--- src/logic/tpc_consts.vh ---
/*
 * Constants of the timer prescaler and control block: register offsets,
 * field positions, reset values and timing figures.
 * Assumes inclusion by bare name from the logic files of this block.
 */
`ifndef TPC_CONSTS_VH
`define TPC_CONSTS_VH

// ----------------------------------------
// Register offsets (13-bit address space)
// ----------------------------------------
`define TPC_ADDR_W 13
`define TPC_ADDR_COUNT 13'h0008
`define TPC_ADDR_CTRL 13'h0009
`define TPC_ADDR_STAT 13'h000A
`define TPC_ADDR_EVEN 13'h000B

// ----------------------------------------
// Control register fields
// ----------------------------------------
`define TPC_CTRL_FLAG 7
`define TPC_CTRL_MASK 6
`define TPC_CTRL_SRC 5
`define TPC_CTRL_EXTEN 4
`define TPC_CTRL_DCLR 3
`define TPC_CTRL_SEL_HI 2
`define TPC_CTRL_SEL_LO 0

// ----------------------------------------
// Event status bits
// ----------------------------------------
`define TPC_EVT_W 3
`define TPC_EVT_ZERO 0
`define TPC_EVT_WRAP 1
`define TPC_EVT_PIN 2

// ----------------------------------------
// Reset values
// ----------------------------------------
`define TPC_CTRL_LOW_RST 6'h37
`define TPC_COUNT_RST 8'hFF
`define TPC_PRE_RST 7'h7F
`define TPC_EVT_RST 3'h0

// ----------------------------------------
// Timing: instruction cycle is the oscillator over five
// ----------------------------------------
`define TPC_MCLK_NS 40
`define TPC_OSC_DIV 5
`define TPC_CYC_NS (`TPC_MCLK_NS * `TPC_OSC_DIV)
`define TPC_CYC_CLKS (`TPC_CYC_NS / `TPC_MCLK_NS)
`define TPC_CYC_HIGH 3'h2

`endif

--- src/logic/tpc_sync.v ---
/*
 * Two-flip-flop synchroniser for levels arriving from outside mclk.
 * Assumes the input is a slow level; only the second stage is read.
 */
`timescale 1ns/1ns

module tpc_sync #(
	parameter W = 1
) (
	input wire mclk,
	input wire rst,
	input wire [W-1:0] d_in,
	output wire [W-1:0] q_out
);

reg [W-1:0] meta_r;
reg [W-1:0] sync_r;

always @(posedge mclk or posedge rst) begin
	if (rst) begin
		meta_r <= {W{1'b0}};
		sync_r <= {W{1'b0}};
	end else begin
		meta_r <= d_in;
		sync_r <= meta_r;
	end
end

assign q_out = sync_r;

endmodule

--- src/logic/tpc_prescaler.v ---
/*
 * Seven-bit prescaler with a power-of-two tap select.
 * Assumes count_pulse is a one-cycle pulse on each falling edge of the
 * selected count input, on mclk.
 */
`timescale 1ns/1ns
`include "tpc_consts.vh"

module tpc_prescaler #(
	parameter PW = 7
) (
	input wire mclk,
	input wire rst,
	input wire count_pulse,
	input wire divider_clear,
	input wire [2:0] divider_sel,
	output wire tick
);

reg [PW-1:0] pre_r;
wire [PW:0] span;
wire [PW-1:0] tap_mask;

// A tap at divide 2^n fires when the low n bits roll over
assign span = {{PW{1'b0}}, 1'b1} << divider_sel;
assign tap_mask = span[PW-1:0] - {{(PW-1){1'b0}}, 1'b1};
assign tick = count_pulse & ~divider_clear & (&(pre_r | ~tap_mask));

always @(posedge mclk or posedge rst) begin
	if (rst) begin
		pre_r <= `TPC_PRE_RST;
	end else if (divider_clear) begin
		pre_r <= {PW{1'b0}};
	end else if (count_pulse) begin
		pre_r <= pre_r + {{(PW-1){1'b0}}, 1'b1};
	end
end

endmodule

--- src/logic/tpc_top.v ---
/*
 * Timer count-source selection, prescaler control, 8-bit down counter,
 * control register and event interrupt logic of a small processor timer.
 * Assumes the CPU core drives the register port on mclk, signals stop and
 * wait on mclk, and that mclk stands for the oscillator.
 */
// Decided for this implementation: the strobed register port.
// Function
// - Both mode bits zero: count internal cycle clock only, pin ignored.
// - Internal clock is the instruction cycle; keeps running during wait.
// - Enable one, source zero: count internal clock ANDed with the pin.
// - Enable zero, source one: no source, prescaler and counter hold.
// - Both one: internal clock suppressed, count from the pin alone.
// - Control register is 8 bits at 0x0009, all readable except bit 3.
// - Source, enable, clear and select bits keep their value over external reset.
// - Request flag sets when counter reaches zero, or when software writes one.
// - Flag clears on external reset, power-on, stop, or software zero.
// - Mask one inhibits; forced to one by resets and stop; writable.
// - Source bit one picks external clock, zero the oscillator over five.
// - Enable bit one lets the pin count, zero blocks it.
// - Writing one to write-only clear bit zeroes prescaler; reads zero.
// - Select codes 000 to 111 divide by 1 through 128.
// - Raise timer request at 0x01 to 0x00 when both masks are clear.
// - Counter decrements continuously, wraps 0x00 to 0xFF, loadable anytime.
// - Prescaler and counter step on the falling edge of the count input.
// - Counter readable anytime without disturbing the count.
`timescale 1ns/1ns
`include "tpc_consts.vh"

module tpc_top #(
	parameter CW = 8,
	parameter PW = 7
) (
	input wire mclk,
	input wire rst,
	input wire ext_reset_pin,
	input wire timer_pin,
	input wire wait_mode,
	input wire stop_exec,
	input wire cpu_irq_mask,
	input wire [`TPC_ADDR_W-1:0] bus_addr,
	input wire [7:0] bus_wdata,
	input wire bus_wr,
	input wire bus_rd,
	output wire [7:0] bus_rdata,
	output wire addr_latch_strobe,
	output wire timer_irq_req,
	output wire evt_irq
);

// ----------------------------------------
// Declarations
// ----------------------------------------
localparam integer CYC_LEN = `TPC_CYC_CLKS;
localparam [2:0] CYC_LAST = CYC_LEN[2:0] - 3'h1;
localparam [2:0] CYC_HIGH = `TPC_CYC_HIGH;
localparam [5:0] CTRL_LOW_RST = `TPC_CTRL_LOW_RST;

reg [2:0] phase_r;
reg [2:0] phase_nxt;
reg icyc_r;
reg als_r;
reg cin_d_r;
reg cin;
reg pin_d_r;
reg tick_request_flag_r;
reg tick_irq_mask_r;
reg count_source_sel_r;
reg ext_pin_enable_r;
reg [2:0] divider_sel_r;
reg [CW-1:0] count_r;
reg [CW-1:0] count_nxt;
reg [`TPC_EVT_W-1:0] evt_stat_r;
reg [`TPC_EVT_W-1:0] evt_stat_nxt;
reg [`TPC_EVT_W-1:0] evt_en_r;
reg [7:0] rdata_r;
reg [7:0] rdata_nxt;
reg treq_r;
reg evt_irq_r;

wire pin_s;
wire ext_rst_s;
wire cnt_fall;
wire pre_tick;
wire wr_ctrl;
wire wr_count;
wire wr_stat;
wire wr_even;
wire divider_clear;
wire zero_evt;
wire wrap_evt;
wire pin_rise;
wire [`TPC_EVT_W-1:0] evt_now;
wire flag_clr;

// ----------------------------------------
// Input synchronisers
// ----------------------------------------
tpc_sync #(
	.W(2)
) u_sync (
	.mclk(mclk),
	.rst(rst),
	.d_in({ext_reset_pin, timer_pin}),
	.q_out({ext_rst_s, pin_s})
);

// ----------------------------------------
// Instruction cycle clock
// ----------------------------------------
always @* begin
	if (phase_r == CYC_LAST) begin
		phase_nxt = 3'h0;
	end else begin
		phase_nxt = phase_r + 3'h1;
	end
end

always @(posedge mclk or posedge rst) begin
	if (rst) begin
		phase_r <= 3'h0;
		icyc_r <= 1'b0;
		als_r <= 1'b0;
	end else begin
		phase_r <= phase_nxt;
		// Timer clock runs through wait; only the strobe pin drops
		icyc_r <= (phase_nxt < CYC_HIGH);
		als_r <= (phase_nxt < CYC_HIGH) & ~wait_mode;
	end
end

assign addr_latch_strobe = als_r;

// ----------------------------------------
// Count source selection
// ----------------------------------------
always @* begin
	case ({count_source_sel_r, ext_pin_enable_r})
	2'b00: begin
		cin = icyc_r;
	end
	2'b01: begin
		cin = icyc_r & pin_s;
	end
	2'b10: begin
		cin = 1'b0;
	end
	2'b11: begin
		cin = pin_s;
	end
	default: begin
		cin = 1'b0;
	end
	endcase
end

always @(posedge mclk or posedge rst) begin
	if (rst) begin
		cin_d_r <= 1'b0;
		pin_d_r <= 1'b0;
	end else begin
		cin_d_r <= cin;
		pin_d_r <= pin_s;
	end
end

// Mode changes may fake one edge, as a gated clock would
assign cnt_fall = cin_d_r & ~cin;
assign pin_rise = pin_s & ~pin_d_r;

// ----------------------------------------
// Register port decode
// ----------------------------------------
assign wr_ctrl = bus_wr & (bus_addr == `TPC_ADDR_CTRL);
assign wr_count = bus_wr & (bus_addr == `TPC_ADDR_COUNT);
assign wr_stat = bus_wr & (bus_addr == `TPC_ADDR_STAT);
assign wr_even = bus_wr & (bus_addr == `TPC_ADDR_EVEN);
assign divider_clear = wr_ctrl & bus_wdata[`TPC_CTRL_DCLR];

// ----------------------------------------
// Prescaler
// ----------------------------------------
tpc_prescaler #(
	.PW(PW)
) u_pre (
	.mclk(mclk),
	.rst(rst),
	.count_pulse(cnt_fall),
	.divider_clear(divider_clear),
	.divider_sel(divider_sel_r),
	.tick(pre_tick)
);

// ----------------------------------------
// Down counter
// ----------------------------------------
assign zero_evt = pre_tick & ~wr_count & (count_r == {{(CW-1){1'b0}}, 1'b1});
assign wrap_evt = pre_tick & ~wr_count & (count_r == {CW{1'b0}});

always @* begin
	if (ext_rst_s) begin
		count_nxt = `TPC_COUNT_RST;
	end else if (wr_count) begin
		// Load wins over a tick in the same cycle
		count_nxt = bus_wdata[CW-1:0];
	end else if (pre_tick) begin
		count_nxt = count_r - {{(CW-1){1'b0}}, 1'b1};
	end else begin
		count_nxt = count_r;
	end
end

always @(posedge mclk or posedge rst) begin
	if (rst) begin
		count_r <= `TPC_COUNT_RST;
	end else begin
		count_r <= count_nxt;
	end
end

// ----------------------------------------
// Control register
// ----------------------------------------
// Low fields only see power-on reset, never the external reset
always @(posedge mclk or posedge rst) begin
	if (rst) begin
		count_source_sel_r <= CTRL_LOW_RST[`TPC_CTRL_SRC];
		ext_pin_enable_r <= CTRL_LOW_RST[`TPC_CTRL_EXTEN];
		divider_sel_r <= CTRL_LOW_RST[`TPC_CTRL_SEL_HI:`TPC_CTRL_SEL_LO];
	end else if (wr_ctrl) begin
		count_source_sel_r <= bus_wdata[`TPC_CTRL_SRC];
		ext_pin_enable_r <= bus_wdata[`TPC_CTRL_EXTEN];
		divider_sel_r <= bus_wdata[`TPC_CTRL_SEL_HI:`TPC_CTRL_SEL_LO];
	end
end

assign flag_clr = ext_rst_s | stop_exec;

always @(posedge mclk or posedge rst) begin
	if (rst) begin
		tick_request_flag_r <= 1'b0;
		tick_irq_mask_r <= 1'b1;
	end else begin
		if (flag_clr) begin
			tick_request_flag_r <= 1'b0;
		end else if (zero_evt) begin
			// Hardware set wins over a software clear
			tick_request_flag_r <= 1'b1;
		end else if (wr_ctrl) begin
			tick_request_flag_r <= bus_wdata[`TPC_CTRL_FLAG];
		end
		if (flag_clr) begin
			tick_irq_mask_r <= 1'b1;
		end else if (wr_ctrl) begin
			tick_irq_mask_r <= bus_wdata[`TPC_CTRL_MASK];
		end
	end
end

// ----------------------------------------
// Event status and enables
// ----------------------------------------
assign evt_now = {pin_rise, wrap_evt, zero_evt};

always @* begin
	evt_stat_nxt = evt_stat_r;
	if (wr_stat) begin
		evt_stat_nxt = evt_stat_nxt & ~bus_wdata[`TPC_EVT_W-1:0];
	end
	// Set after clear so an event in the clearing cycle survives
	evt_stat_nxt = evt_stat_nxt | evt_now;
end

always @(posedge mclk or posedge rst) begin
	if (rst) begin
		evt_stat_r <= `TPC_EVT_RST;
		evt_en_r <= `TPC_EVT_RST;
	end else begin
		evt_stat_r <= evt_stat_nxt;
		if (wr_even) begin
			evt_en_r <= bus_wdata[`TPC_EVT_W-1:0];
		end
	end
end

// ----------------------------------------
// Interrupt outputs
// ----------------------------------------
always @(posedge mclk or posedge rst) begin
	if (rst) begin
		treq_r <= 1'b0;
		evt_irq_r <= 1'b0;
	end else begin
		treq_r <= tick_request_flag_r & ~tick_irq_mask_r & ~cpu_irq_mask;
		evt_irq_r <= |(evt_stat_r & evt_en_r);
	end
end

assign timer_irq_req = treq_r;
assign evt_irq = evt_irq_r;

// ----------------------------------------
// Read data
// ----------------------------------------
always @* begin
	case (bus_addr)
	`TPC_ADDR_COUNT: begin
		rdata_nxt = count_r;
	end
	`TPC_ADDR_CTRL: begin
		rdata_nxt = {tick_request_flag_r, tick_irq_mask_r, count_source_sel_r,
			ext_pin_enable_r, 1'b0, divider_sel_r};
	end
	`TPC_ADDR_STAT: begin
		rdata_nxt = {{(8-`TPC_EVT_W){1'b0}}, evt_stat_r};
	end
	`TPC_ADDR_EVEN: begin
		rdata_nxt = {{(8-`TPC_EVT_W){1'b0}}, evt_en_r};
	end
	default: begin
		rdata_nxt = 8'h00;
	end
	endcase
end

// Data held only in the cycle after the read strobe
always @(posedge mclk or posedge rst) begin
	if (rst) begin
		rdata_r <= 8'h00;
	end else if (bus_rd) begin
		rdata_r <= rdata_nxt;
	end else begin
		rdata_r <= 8'h00;
	end
end

assign bus_rdata = rdata_r;

endmodule

--- config.mk ---
export PLATFORM = sky130hd
export DESIGN_NAME = tpc_top
export DESIGN_NICKNAME = d
export VERILOG_FILES = /design/src/logic/tpc_sync.v /design/src/logic/tpc_prescaler.v /design/src/logic/tpc_top.v
export VERILOG_INCLUDE_DIRS = /design/src /design/src/logic
export SDC_FILE = /design/constraint.sdc
export NUM_CORES = 1
export LEC_CHECK = 0
export BUFFER_PORTS_ARGS = -buffer_cell sky130_fd_sc_hd__buf_2
export CAP_MARGIN = 20
export CORE_ASPECT_RATIO = 0.7
export CORE_MARGIN = 5
export CORE_UTILIZATION = 50
export DETAILED_ROUTE_END_ITERATION = 10
export PLACE_DENSITY = 0.81
export SLEW_MARGIN = 5
export SYNTH_ARGS = -nofsm -noshare
export SYNTH_HDL_FRONTEND = slang
export SYNTH_HIERARCHICAL = 1
export SYNTH_SLANG_ARGS = --single-unit
--- constraint.sdc ---
create_clock -name mclk -period 2.12 [get_ports mclk]
set_input_delay 0.106 -clock mclk [delete_from_list [all_inputs] [get_ports mclk]]
set_output_delay 0.106 -clock mclk [all_outputs]
set_load 0.01 [all_outputs]
* Word-level counts from Yosys, hierarchy flattened
Index checks and enable logic that the tools add are counted.
** Storage, ports and cells
- Bits in registers :: 49
- Output and inout port bits :: 11
- Bits of input ports :: 30
** Cells by class
- $lt $le $gt $ge :: 1
- Muxes and demuxes :: 15
- Shift operators :: 1
- Reduce and logical (&&, ||, !) cells :: 8
- Eq/ne operators :: 9
- Add/subtract/negate cells :: 4
- Bitwise gates (word level) :: 30
** Operators by type and width (count)
- $eq A13 B4 Y1 const B :: 4
- $mux W8 :: 4
- $pmux W8 S4 :: 1
- $and A1 B1 Y1 :: 16
- $mux W7 :: 2
- $eq A8 B1 Y1 const B :: 1
- $logic_not A8 Y1 :: 1
- $sub A8 B1 Y8 const B :: 1
- $add A7 B1 Y7 const B :: 1
- $not A1 Y1 :: 7
- $not A7 Y7 :: 1
- $or A7 B7 Y7 :: 1
- $reduce_and A7 Y1 :: 1
- $shl A1 B3 Y7 const A :: 1
- $sub A7 B1 Y7 const B :: 1
- $and A3 B3 Y3 :: 2
- $mux W3 :: 2
- $reduce_bool A3 Y1 :: 2
- $mux W1 :: 5
- $eq A2 B2 Y1 const B :: 2
- $pmux W1 S4 :: 1
- $reduce_bool A2 Y1 :: 2
- $add A3 B1 Y3 const B :: 1
- $eq A3 B3 Y1 const B :: 1
- other kinds (7) :: 7

* Longest topological paths before layout
Gate-level depths: netlist of run 1.
- Depth after elaboration :: 10
- Depth in mapped cells :: 13
- Gate-level depth less buffers :: 10

* Hierarchy
Netlist of run 1, hierarchy kept.
** Modules (own cells, without submodules)
- tpc_top :: area an instance 1921.8 um^2, times used 1, seq. area each 968.4 um^2, cells each 160
- tpc_prescaler :: area an instance 392.9 um^2, times used 1, seq. area each 183.9 um^2, cells each 43
- tpc_sync :: area an instance 103.8 um^2, times used 1, seq. area each 100.1 um^2, cells each 5

* Worst setup path before layout of run 1
No wires, ideal clock.
- Path kind :: input -> register
- From :: input bus_addr[1]
- To :: register count_r[6]
- Buffers on the path :: 3
- Cell stages on the path :: 13
- Setup slack :: -0.247 ns
- Data required time :: 2.047 ns
- Arrival time :: 2.294 ns
- Path through :: buf_6 and3b_1 and4_1 buf_4 and2_1 clkbuf_1 inv_1 o2111ai_1 a21oi_1 nand2_1 or3b_1 xor2_1 a21oi_1
** On the way
- Longest elaborated chain between the ends :: 7
** RTL lines
- from (decl) :: RTL line tpc_top.v:41 : input wire [`TPC_ADDR_W-1:0] bus_addr,
- $eq A13 B4 Y1
- $and A1 B1 Y1 :: RTL line tpc_top.v:174 : assign wr_ctrl = bus_wr & (bus_addr == `TPC_ADDR_CTRL);
- $and A1 B1 Y1 :: RTL line tpc_top.v:178 : assign divider_clear = wr_ctrl & bus_wdata[`TPC_CTRL_DCLR];
- net divider_clear :: RTL line tpc_top.v:89 : wire divider_clear;
- $not A1 Y1 :: RTL line tpc_prescaler.v:27 : assign tick = count_pulse & ~divider_clear & (&(pre_r | ~tap_mask));
- $and A1 B1 Y1 (2 in series) :: RTL line tpc_prescaler.v:27
- net pre_tick :: RTL line tpc_top.v:84 : wire pre_tick;
- $reduce_bool A3 Y1 (no line)
- to (signal assigned) :: RTL line tpc_top.v:215 : count_r <= `TPC_COUNT_RST;
- to (signal assigned) :: RTL line tpc_top.v:217 : count_r <= count_nxt;
- to (decl) :: RTL line tpc_top.v:71 : reg [CW-1:0] count_r;
The timed path passes the listed nets, and every way through them passes these cells.
A chain may end at the register's enable or synchronous reset.

* Worst setup path in the final report of run 1
- From :: register ext_pin_enable_r
- To :: register count_r[7]
** On the way
- Longest elaborated chain between the ends :: 7
** RTL lines
- from (decl) :: RTL line tpc_top.v:69 : reg ext_pin_enable_r;
- from (signal assigned) :: RTL line tpc_top.v:228 : ext_pin_enable_r <= CTRL_LOW_RST[`TPC_CTRL_EXTEN];
- from (signal assigned) :: RTL line tpc_top.v:232 : ext_pin_enable_r <= bus_wdata[`TPC_CTRL_EXTEN];
- $eq A2 B2 Y1, or another cell as far along :: RTL line tpc_top.v:138 : case ({count_source_sel_r, ext_pin_enable_r})
- $pmux W1 S4 * :: RTL line tpc_top.v:138
- net cin :: RTL line tpc_top.v:64 : reg cin;
- $not A1 Y1 * :: RTL line tpc_top.v:168 : assign cnt_fall = cin_d_r & ~cin;
- $and A1 B1 Y1 * :: RTL line tpc_top.v:168
- net cnt_fall :: RTL line tpc_top.v:83 : wire cnt_fall;
- $and A1 B1 Y1 * (2 in series) :: RTL line tpc_prescaler.v:27
- net pre_tick :: RTL line tpc_top.v:84
- $reduce_bool A3 Y1 (no line) *
Mark *: on every way through the listed nets, which the timed path passes. The rest lies on a longest branch.

==> results_dict.tcl, run 1 <==
set metrics [dict create \
    run_status "completed" \
    critPathArrivalTime_ns 2.31 \
    die_area_um2 6350 \
    first_pass_grt_wire_length_um 8180 \
    grt_remaining_overflow 0 \
    placement.setup.worst_slack_ns -0.00270 \
    design.core.area_um2 4730 \
    maximum_count_of_clock_buffers_along_a_single_path 2 \
    crit_required_ns 2.36 \
    dr_total_vias 1743 \
    number_of_failing_setup_endpoints_in_the_final_timing_report 0 \
    cells_traversed_along_the_worst_timing_path "inv_2, o22ai_2, a21oi_2, nor2b_2, o2111ai_2, a21oi_2, nor4b_4, nand3b_1, xor2_1, a21oi_1" \
    synth_ff_type "dfrtp_1" \
    die_w_um 93.1 \
    cts-root-buf "clkbuf_8" \
    timing.critical_path.fanout_max 4 \
    synth-edff-count 0 \
    netlist_top_cells_area "dfrtp_1, dfstp_2, nor2_1" \
    cellPowerDensity_nw_per_um2 669 \
    global_placement_routability_congestion 0.864 \
    worst_setup_start_kind "register" \
    min-delay-path-class "in2reg" \
    proportion_of_synthesized_flip_flops_having_asynchronous_set_or_reset_pct 100 \
    antenna_violating_nets_post_route 0 \
    multiplexer_share_of_the_synthesized_area_pct 9.83 \
    slew_headroom_pct 61.0 \
    setup_slack_ns 0.0538 \
    static-leakage-power_uw 0.00145 \
    compound_cell_area_share_of_the_yosys_netlist_pct 7.45 \
    critPathKind "reg2reg" \
    synthDistinctLibCells 50 \
    kind_of_cell_with_the_highest_combined_delay_on_the_critical_path "compound AO/OA/AOI/OAI gates" \
    critical-path-top-cell-by-count "a21oi_2" \
    worst_path_max_stage_delay_ns 0.54 \
    synth_fp_nets 244 \
    num-nets-final 306 \
    finalWirelength_um 5110 \
    ys_seq_area_share_pct 51.8 \
    drt_first_iter_violations 108 \
    timing.critical_path.buf_inv 1 \
    end_kind "register" \
    yosys.area_share.xor_xnor_pct 4.35 \
    worst_path_max_delay_cell "dfstp_2" \
    port_buffers 40 \
    post-synth-top-area-cell "dfrtp_1" \
    report.final.slew_viol_count 0 \
    detailedRoute.firstPassIterationCount 4 \
    num_io_pins 41 \
    setup_tns_ns 0 \
    vias_in_the_first_global_route 1677 \
    postSynthAreaPerCell_um2 11.6 \
    row_count 21 \
    rsz0062_at_grt "yes" \
    grt_max_degree 26 \
    maxCapViolations 0 \
    clk_pin_slew_ns 0.09 \
    area_delta_synth_final_pct 22.9 \
    number_of_hold_violations_in_the_final_report 0 \
    numCtsBuffers 5 \
    post-synth-top-area-fraction_pct 29.0 \
    post_synth_fa_ha_maj_area_fraction_pct 3.10 \
    syn-instance-count 208 \
    finalCriticalPeriod_ns 2.07 \
    maximum_vdd_drop_v 0.000402 \
    timing.fmax_mhz 484 \
    worst_clock_skew_ns 0.00779 \
    worst_skew_pair.late_latency_ns 0.30 \
    synth_top_family_by_area "simple AND/OR/NAND/NOR gates" \
    cts_num_sinks 49 \
    grt_usage_pct 17.2 \
    antenna_violations_before_repair 0 \
    hpwl_um 3850 \
    initial_core_util_pct 51.1 \
    synthSimpleGateAreaFrac_pct 19.5 \
    drt_drc 0 \
    post_drt_wl_per_cell_um 15.6 \
    fin_util_pct 62.8 \
    post-layout-total-power_uw 1990 \
    final.period_utilization_pct 97.5 \
    post_synth_most_frequent_cells "dfrtp_1, nor2_1, dfstp_2" \
    register_bit_total_from_synthesis 49 \
    tritoncts_clock_tree "built" \
    h_tree_lvls 2 \
    worstMarginPinSlew_ns 0.584 \
    insertedDiodeCount 0 \
    yosys.cell_count.top_type "dfrtp_1" \
    die_height_um 68.2 \
    drive_above_1_share_pct 41.3 \
    synthesis.area_um2 2420 \
    yosysWarningCount 6 \
    vias_per_cell 5.31 \
]
## cells in the final DEF, fill, tap and decap left out, types with 3 or more instances in the layout
cell type       n
buf_2          40
dfrtp_1        28
nor2_1         26
dfstp_2        21
buf_4          16
inv_1          11
xor2_1         10
mux2i_1         8
nand2_1         7
nor3_1          6
a21oi_1         6
ha_1            6
clkbuf_8        6
o21bai_1        5
nand4_1         5
dlygate4sd3_1   5
nand3_1         4
mux2_1          4
o21ai_0         4
mux2_4          3
mux4_2          3
nor2b_1         3
a22o_1          3
## layer usage
layer,wire length [um],share of wire (%),GRT usage [%],vias up
li1,-,-,-,847
met1,2530,50,25.0,830
met2,2220,43,24.9,61
met3,320,6.3,4.40,5
met4,36,0.70,6.03,0
met5,0,0,0,-
## power by group
group / leakage, uW / switching, uW / internal, uW / total [uW]
registers: 0.000591 / 94.5 / 1060 / 1160
logic: 0.000808 / 130 / 127 / 257
clock network: 0.0000512 / 308 / 265 / 573
total: 0.00145 / 532 / 1460 / 1990
## kinds of logic (layout without fill, tap and decap cells)
group | Yosys count | after routing
AND/OR/NAND/NOR | 76 | 76
XOR/XNOR | 12 | 12
buffers and inverters | 20 | 83
flip-flops | 49 | 49
adder cells (fa/ha/maj) | 6 | 6
multiplexers | 18 | 18
AO/OA/AOI/OAI | 27 | 27
## area by class of cell
cell class | instances | area (um^2)
clock buffers | 6 | 82.6
clock inverters | 2 | 13.8
fillers | 390 | 1760
inverters | 13 | 48.8
multi-input cells | 139 | 1110
flip-flops and latches | 49 | 1250
well taps | 57 | 71.3
repair buffers | 62 | 390
## worst min-delay path, cell delays in order
cell     delay [ns]
buf_2          0.07
nor2_1         0.04
nand2_1        0.06
## flip-flops by register name (all words and copies together), names as in the netlist, 2 cells and up
signal and count:
u_sync/meta_r 2, u_sync/q_out 2, u_pre/pre_r 7, divider_sel_r 3, bus_rdata 8, evt_stat_r 3, count_r 8, phase_r 3
evt_en_r 3
## what timing repair did
| action | CTS | global route |
|---|---|---|
| hold buffers | 5 | 0 |
| endpoints found under the hold margin | 22 | 0 |
| gates resized for setup | 0 | 5 |
| buffers inserted | 7 | 1 |
| setup endpoints to repair | 4 | 15 |
| pin swaps | 6 | 5 |
## worst paths after layout
path | from | end | slack [ns] | depth (start not counted)
max reg2reg | ext_pin_enable_r | count_r[7] | 0.05 | 10
max | ext_pin_enable_r | count_r[7] | 0.05 | 10
min in group asynchronous | rst | u_sync/meta_r[0] | 0.24 | 3
min | stop_exec | tick_irq_mask_r | 0.003 | 3
max in group asynchronous | rst | count_r[2] | 1.08 | 4
min reg2reg | u_sync/meta_r[1] | u_sync/q_out[1] | 0.36 | 0
## per-stage QoR
step | area (um^2) | hold WS, ns | cells
final | 2970 | 0.00347 | 328
after global routing | 2970 | 0.00748 | 328
after CTS | 2950 | 0.00527 | 328
after detailed placement | 2750 | 0.0167 | 308
after global placement | 2750 | 0.0132 | 308
after floorplan | 2460 | -0.128 | 208
(Power assumes the default switching activity.)
==> run 2: changes to the inputs <==
BUFFER_PORTS_ARGS = unset   (was -buffer_cell sky130_fd_sc_hd__buf_2)
CORE_UTILIZATION = 55   (was 50)
DONT_BUFFER_PORTS = 1   (was unset)
PLACE_DENSITY = 0.79   (was 0.81)
TNS_END_PERCENT = 30   (was unset)
clock period = 1.7 ns   (was 2.12 ns; I/O delays follow)
==> results_dict.tcl, run 2 (synthesis gave the netlist of run 1 again) <==
set metrics [dict create \
    drt_first_iter_violations 107 \
    num-nets-final 290 \
    grt_max_degree 20 \
    timing.rr.end "count_r[6]" \
    finalWirelength_um 5330 \
    setup_slack_ns -0.438 \
    critPathArrivalTime_ns 2.37 \
    timing.critical_path.fanout_max 4 \
    crit_required_ns 1.94 \
    number_of_hold_violations_in_the_final_report 0 \
    fin_hold_ws_ns 0.0487 \
    run_status "finished, violations left" \
    drive_above_1_share_pct 33.7 \
    violations "setup timing" \
    number_of_failing_setup_endpoints_in_the_final_timing_report 11 \
    vias_per_cell 5.66 \
    cts_num_sinks 49 \
    worst_skew_pair.late_latency_ns 0.31 \
    critical_path.reg2reg.startpoint "ext_pin_enable_r" \
    initial_core_util_pct 56.2 \
    vias_in_the_first_global_route 1787 \
    worst_setup_path_startpoint "ext_pin_enable_r" \
    timing.fmax_mhz 468 \
    port_buffers 0 \
    grt_usage_pct 20.4 \
    global_placement_routability_congestion 0.836 \
    maximum_count_of_clock_buffers_along_a_single_path 2 \
    antenna_violations_before_repair 0 \
    worst_clock_skew_ns 0.00626 \
    post-place-cells 281 \
    first_pass_grt_wire_length_um 8950 \
    setup_tns_ns -3.72 \
    post_layout_nonfiller_instances 310 \
    worst_setup_start_kind "register" \
    final.period_utilization_pct 126 \
    worst-r2r-cell-count 10 \
    maxCapViolations 0 \
    tritoncts_clock_tree "built" \
    num_io_pins 41 \
    critPathKind "reg2reg" \
    die_w_um 89.3 \
    row_count 20 \
    multiInputGateArea_um2 1130 \
    die_area_um2 5840 \
    fin_util_pct 69.4 \
    static-leakage-power_uw 0.00140 \
    report.final.slew_viol_count 0 \
    rsz0062_at_grt "yes" \
    detailedRoute.firstPassIterationCount 4 \
    die_height_um 65.5 \
    end_kind "register" \
    finalCriticalPeriod_ns 2.14 \
    final_cell_mix "dfrtp_1, buf_4, nor2_1, dfstp_2, dlygate4sd3_1" \
    dr_total_vias 1756 \
    grt_remaining_overflow 0 \
    numCtsBuffers 5 \
    h_tree_lvls 2 \
    drt_drc 0 \
    design.core.area_um2 4300 \
    min-delay-path-class "in2reg" \
    layout.filler_cells 318 \
    cts-root-buf "clkbuf_8" \
    hpwl_um 3750 \
    antenna_violating_nets_post_route 0 \
    final-seq-area_um2 1250 \
    r2r_setup_slack_ns -0.44 \
    placement.setup.worst_slack_ns -0.507 \
    area_delta_synth_final_pct 23.5 \
    maximum_vdd_drop_v 0.000630 \
    clk_pin_slew_ns 0.09 \
    slew_headroom_pct 75.7 \
    post_drt_wl_per_cell_um 17.2 \
    insertedDiodeCount 0 \
    cellPowerDensity_nw_per_um2 868 \
    worstMarginPinSlew_ns 0.365 \
    worst_setup_path_endpoint "count_r[6]" \
]
run 2: how the worst min path moves through the flow:
stage                     depth (start not counted)          endpoint  startpoint  slack (ns)
after detailed placement                          1   u_sync/q_out[0]         rst       -0.13
after global routing                              2      bus_rdata[1]      bus_rd        0.07
after global placement                            1   u_sync/q_out[0]         rst       -0.14
after CTS                                         2      bus_rdata[1]      bus_rd        0.02
after floorplan                                   1  u_sync/meta_r[0]         rst       -0.15
final                                             2      bus_rdata[0]      bus_rd        0.05
run 2: power by group:
part / switching, uW / leakage [uW] / internal [uW]
clock: 389 / 0.0000512 / 330
sequential: 72.8 / 0.000591 / 1320
combinational: 223 / 0.000762 / 252
total: 686 / 0.00140 / 1910
run 2: final cells by class:
type                    instances  share of cell area, %
multi-input cells             139                   37.8
well taps                      55                   2.30
flip-flops and latches         49                   41.9
clock buffers                   6                   2.76
clock inverters                 2                  0.461
repair buffers                 46                   13.1
inverters                      13                   1.63
run 2: per-stage QoR:
step	total power (uW)	cell area (um^2)
6_report	2590	2990
2_1_floorplan	1650	2460
4_1_cts	2600	2960
5_1_grt	2730	2990
3_3_place_gp	1830	2650
3_5_place_dp	1840	2650
run 2: routing by layer:
layer,track usage (%),wire length [um],vias up
met5,0,0,-
met3,4.76,282,12
met2,30.1,2480,47
met1,28.3,2440,880
li1,-,-,817
met4,9.29,128,0
run 2: worst max-delay path, stage by stage (launching register included):
cell and delay (ns):
dfstp_2 0.54, inv_2 0.04, o22ai_2 0.14, a21oi_2 0.06, nor2b_2 0.14, o2111ai_2 0.12, a21oi_2 0.23, nand2_2 0.11
or3b_4 0.38, xor2_1 0.15, a21oi_1 0.16
run 2: repair_timing:
item	in CTS	in global routing
setup endpoints to repair	11	12
hold buffers	18	0
pin swaps	11	9
endpoints found under the hold margin	79	0
setup buffers	2	1
gates resized for setup	3	5
cloned	0	0
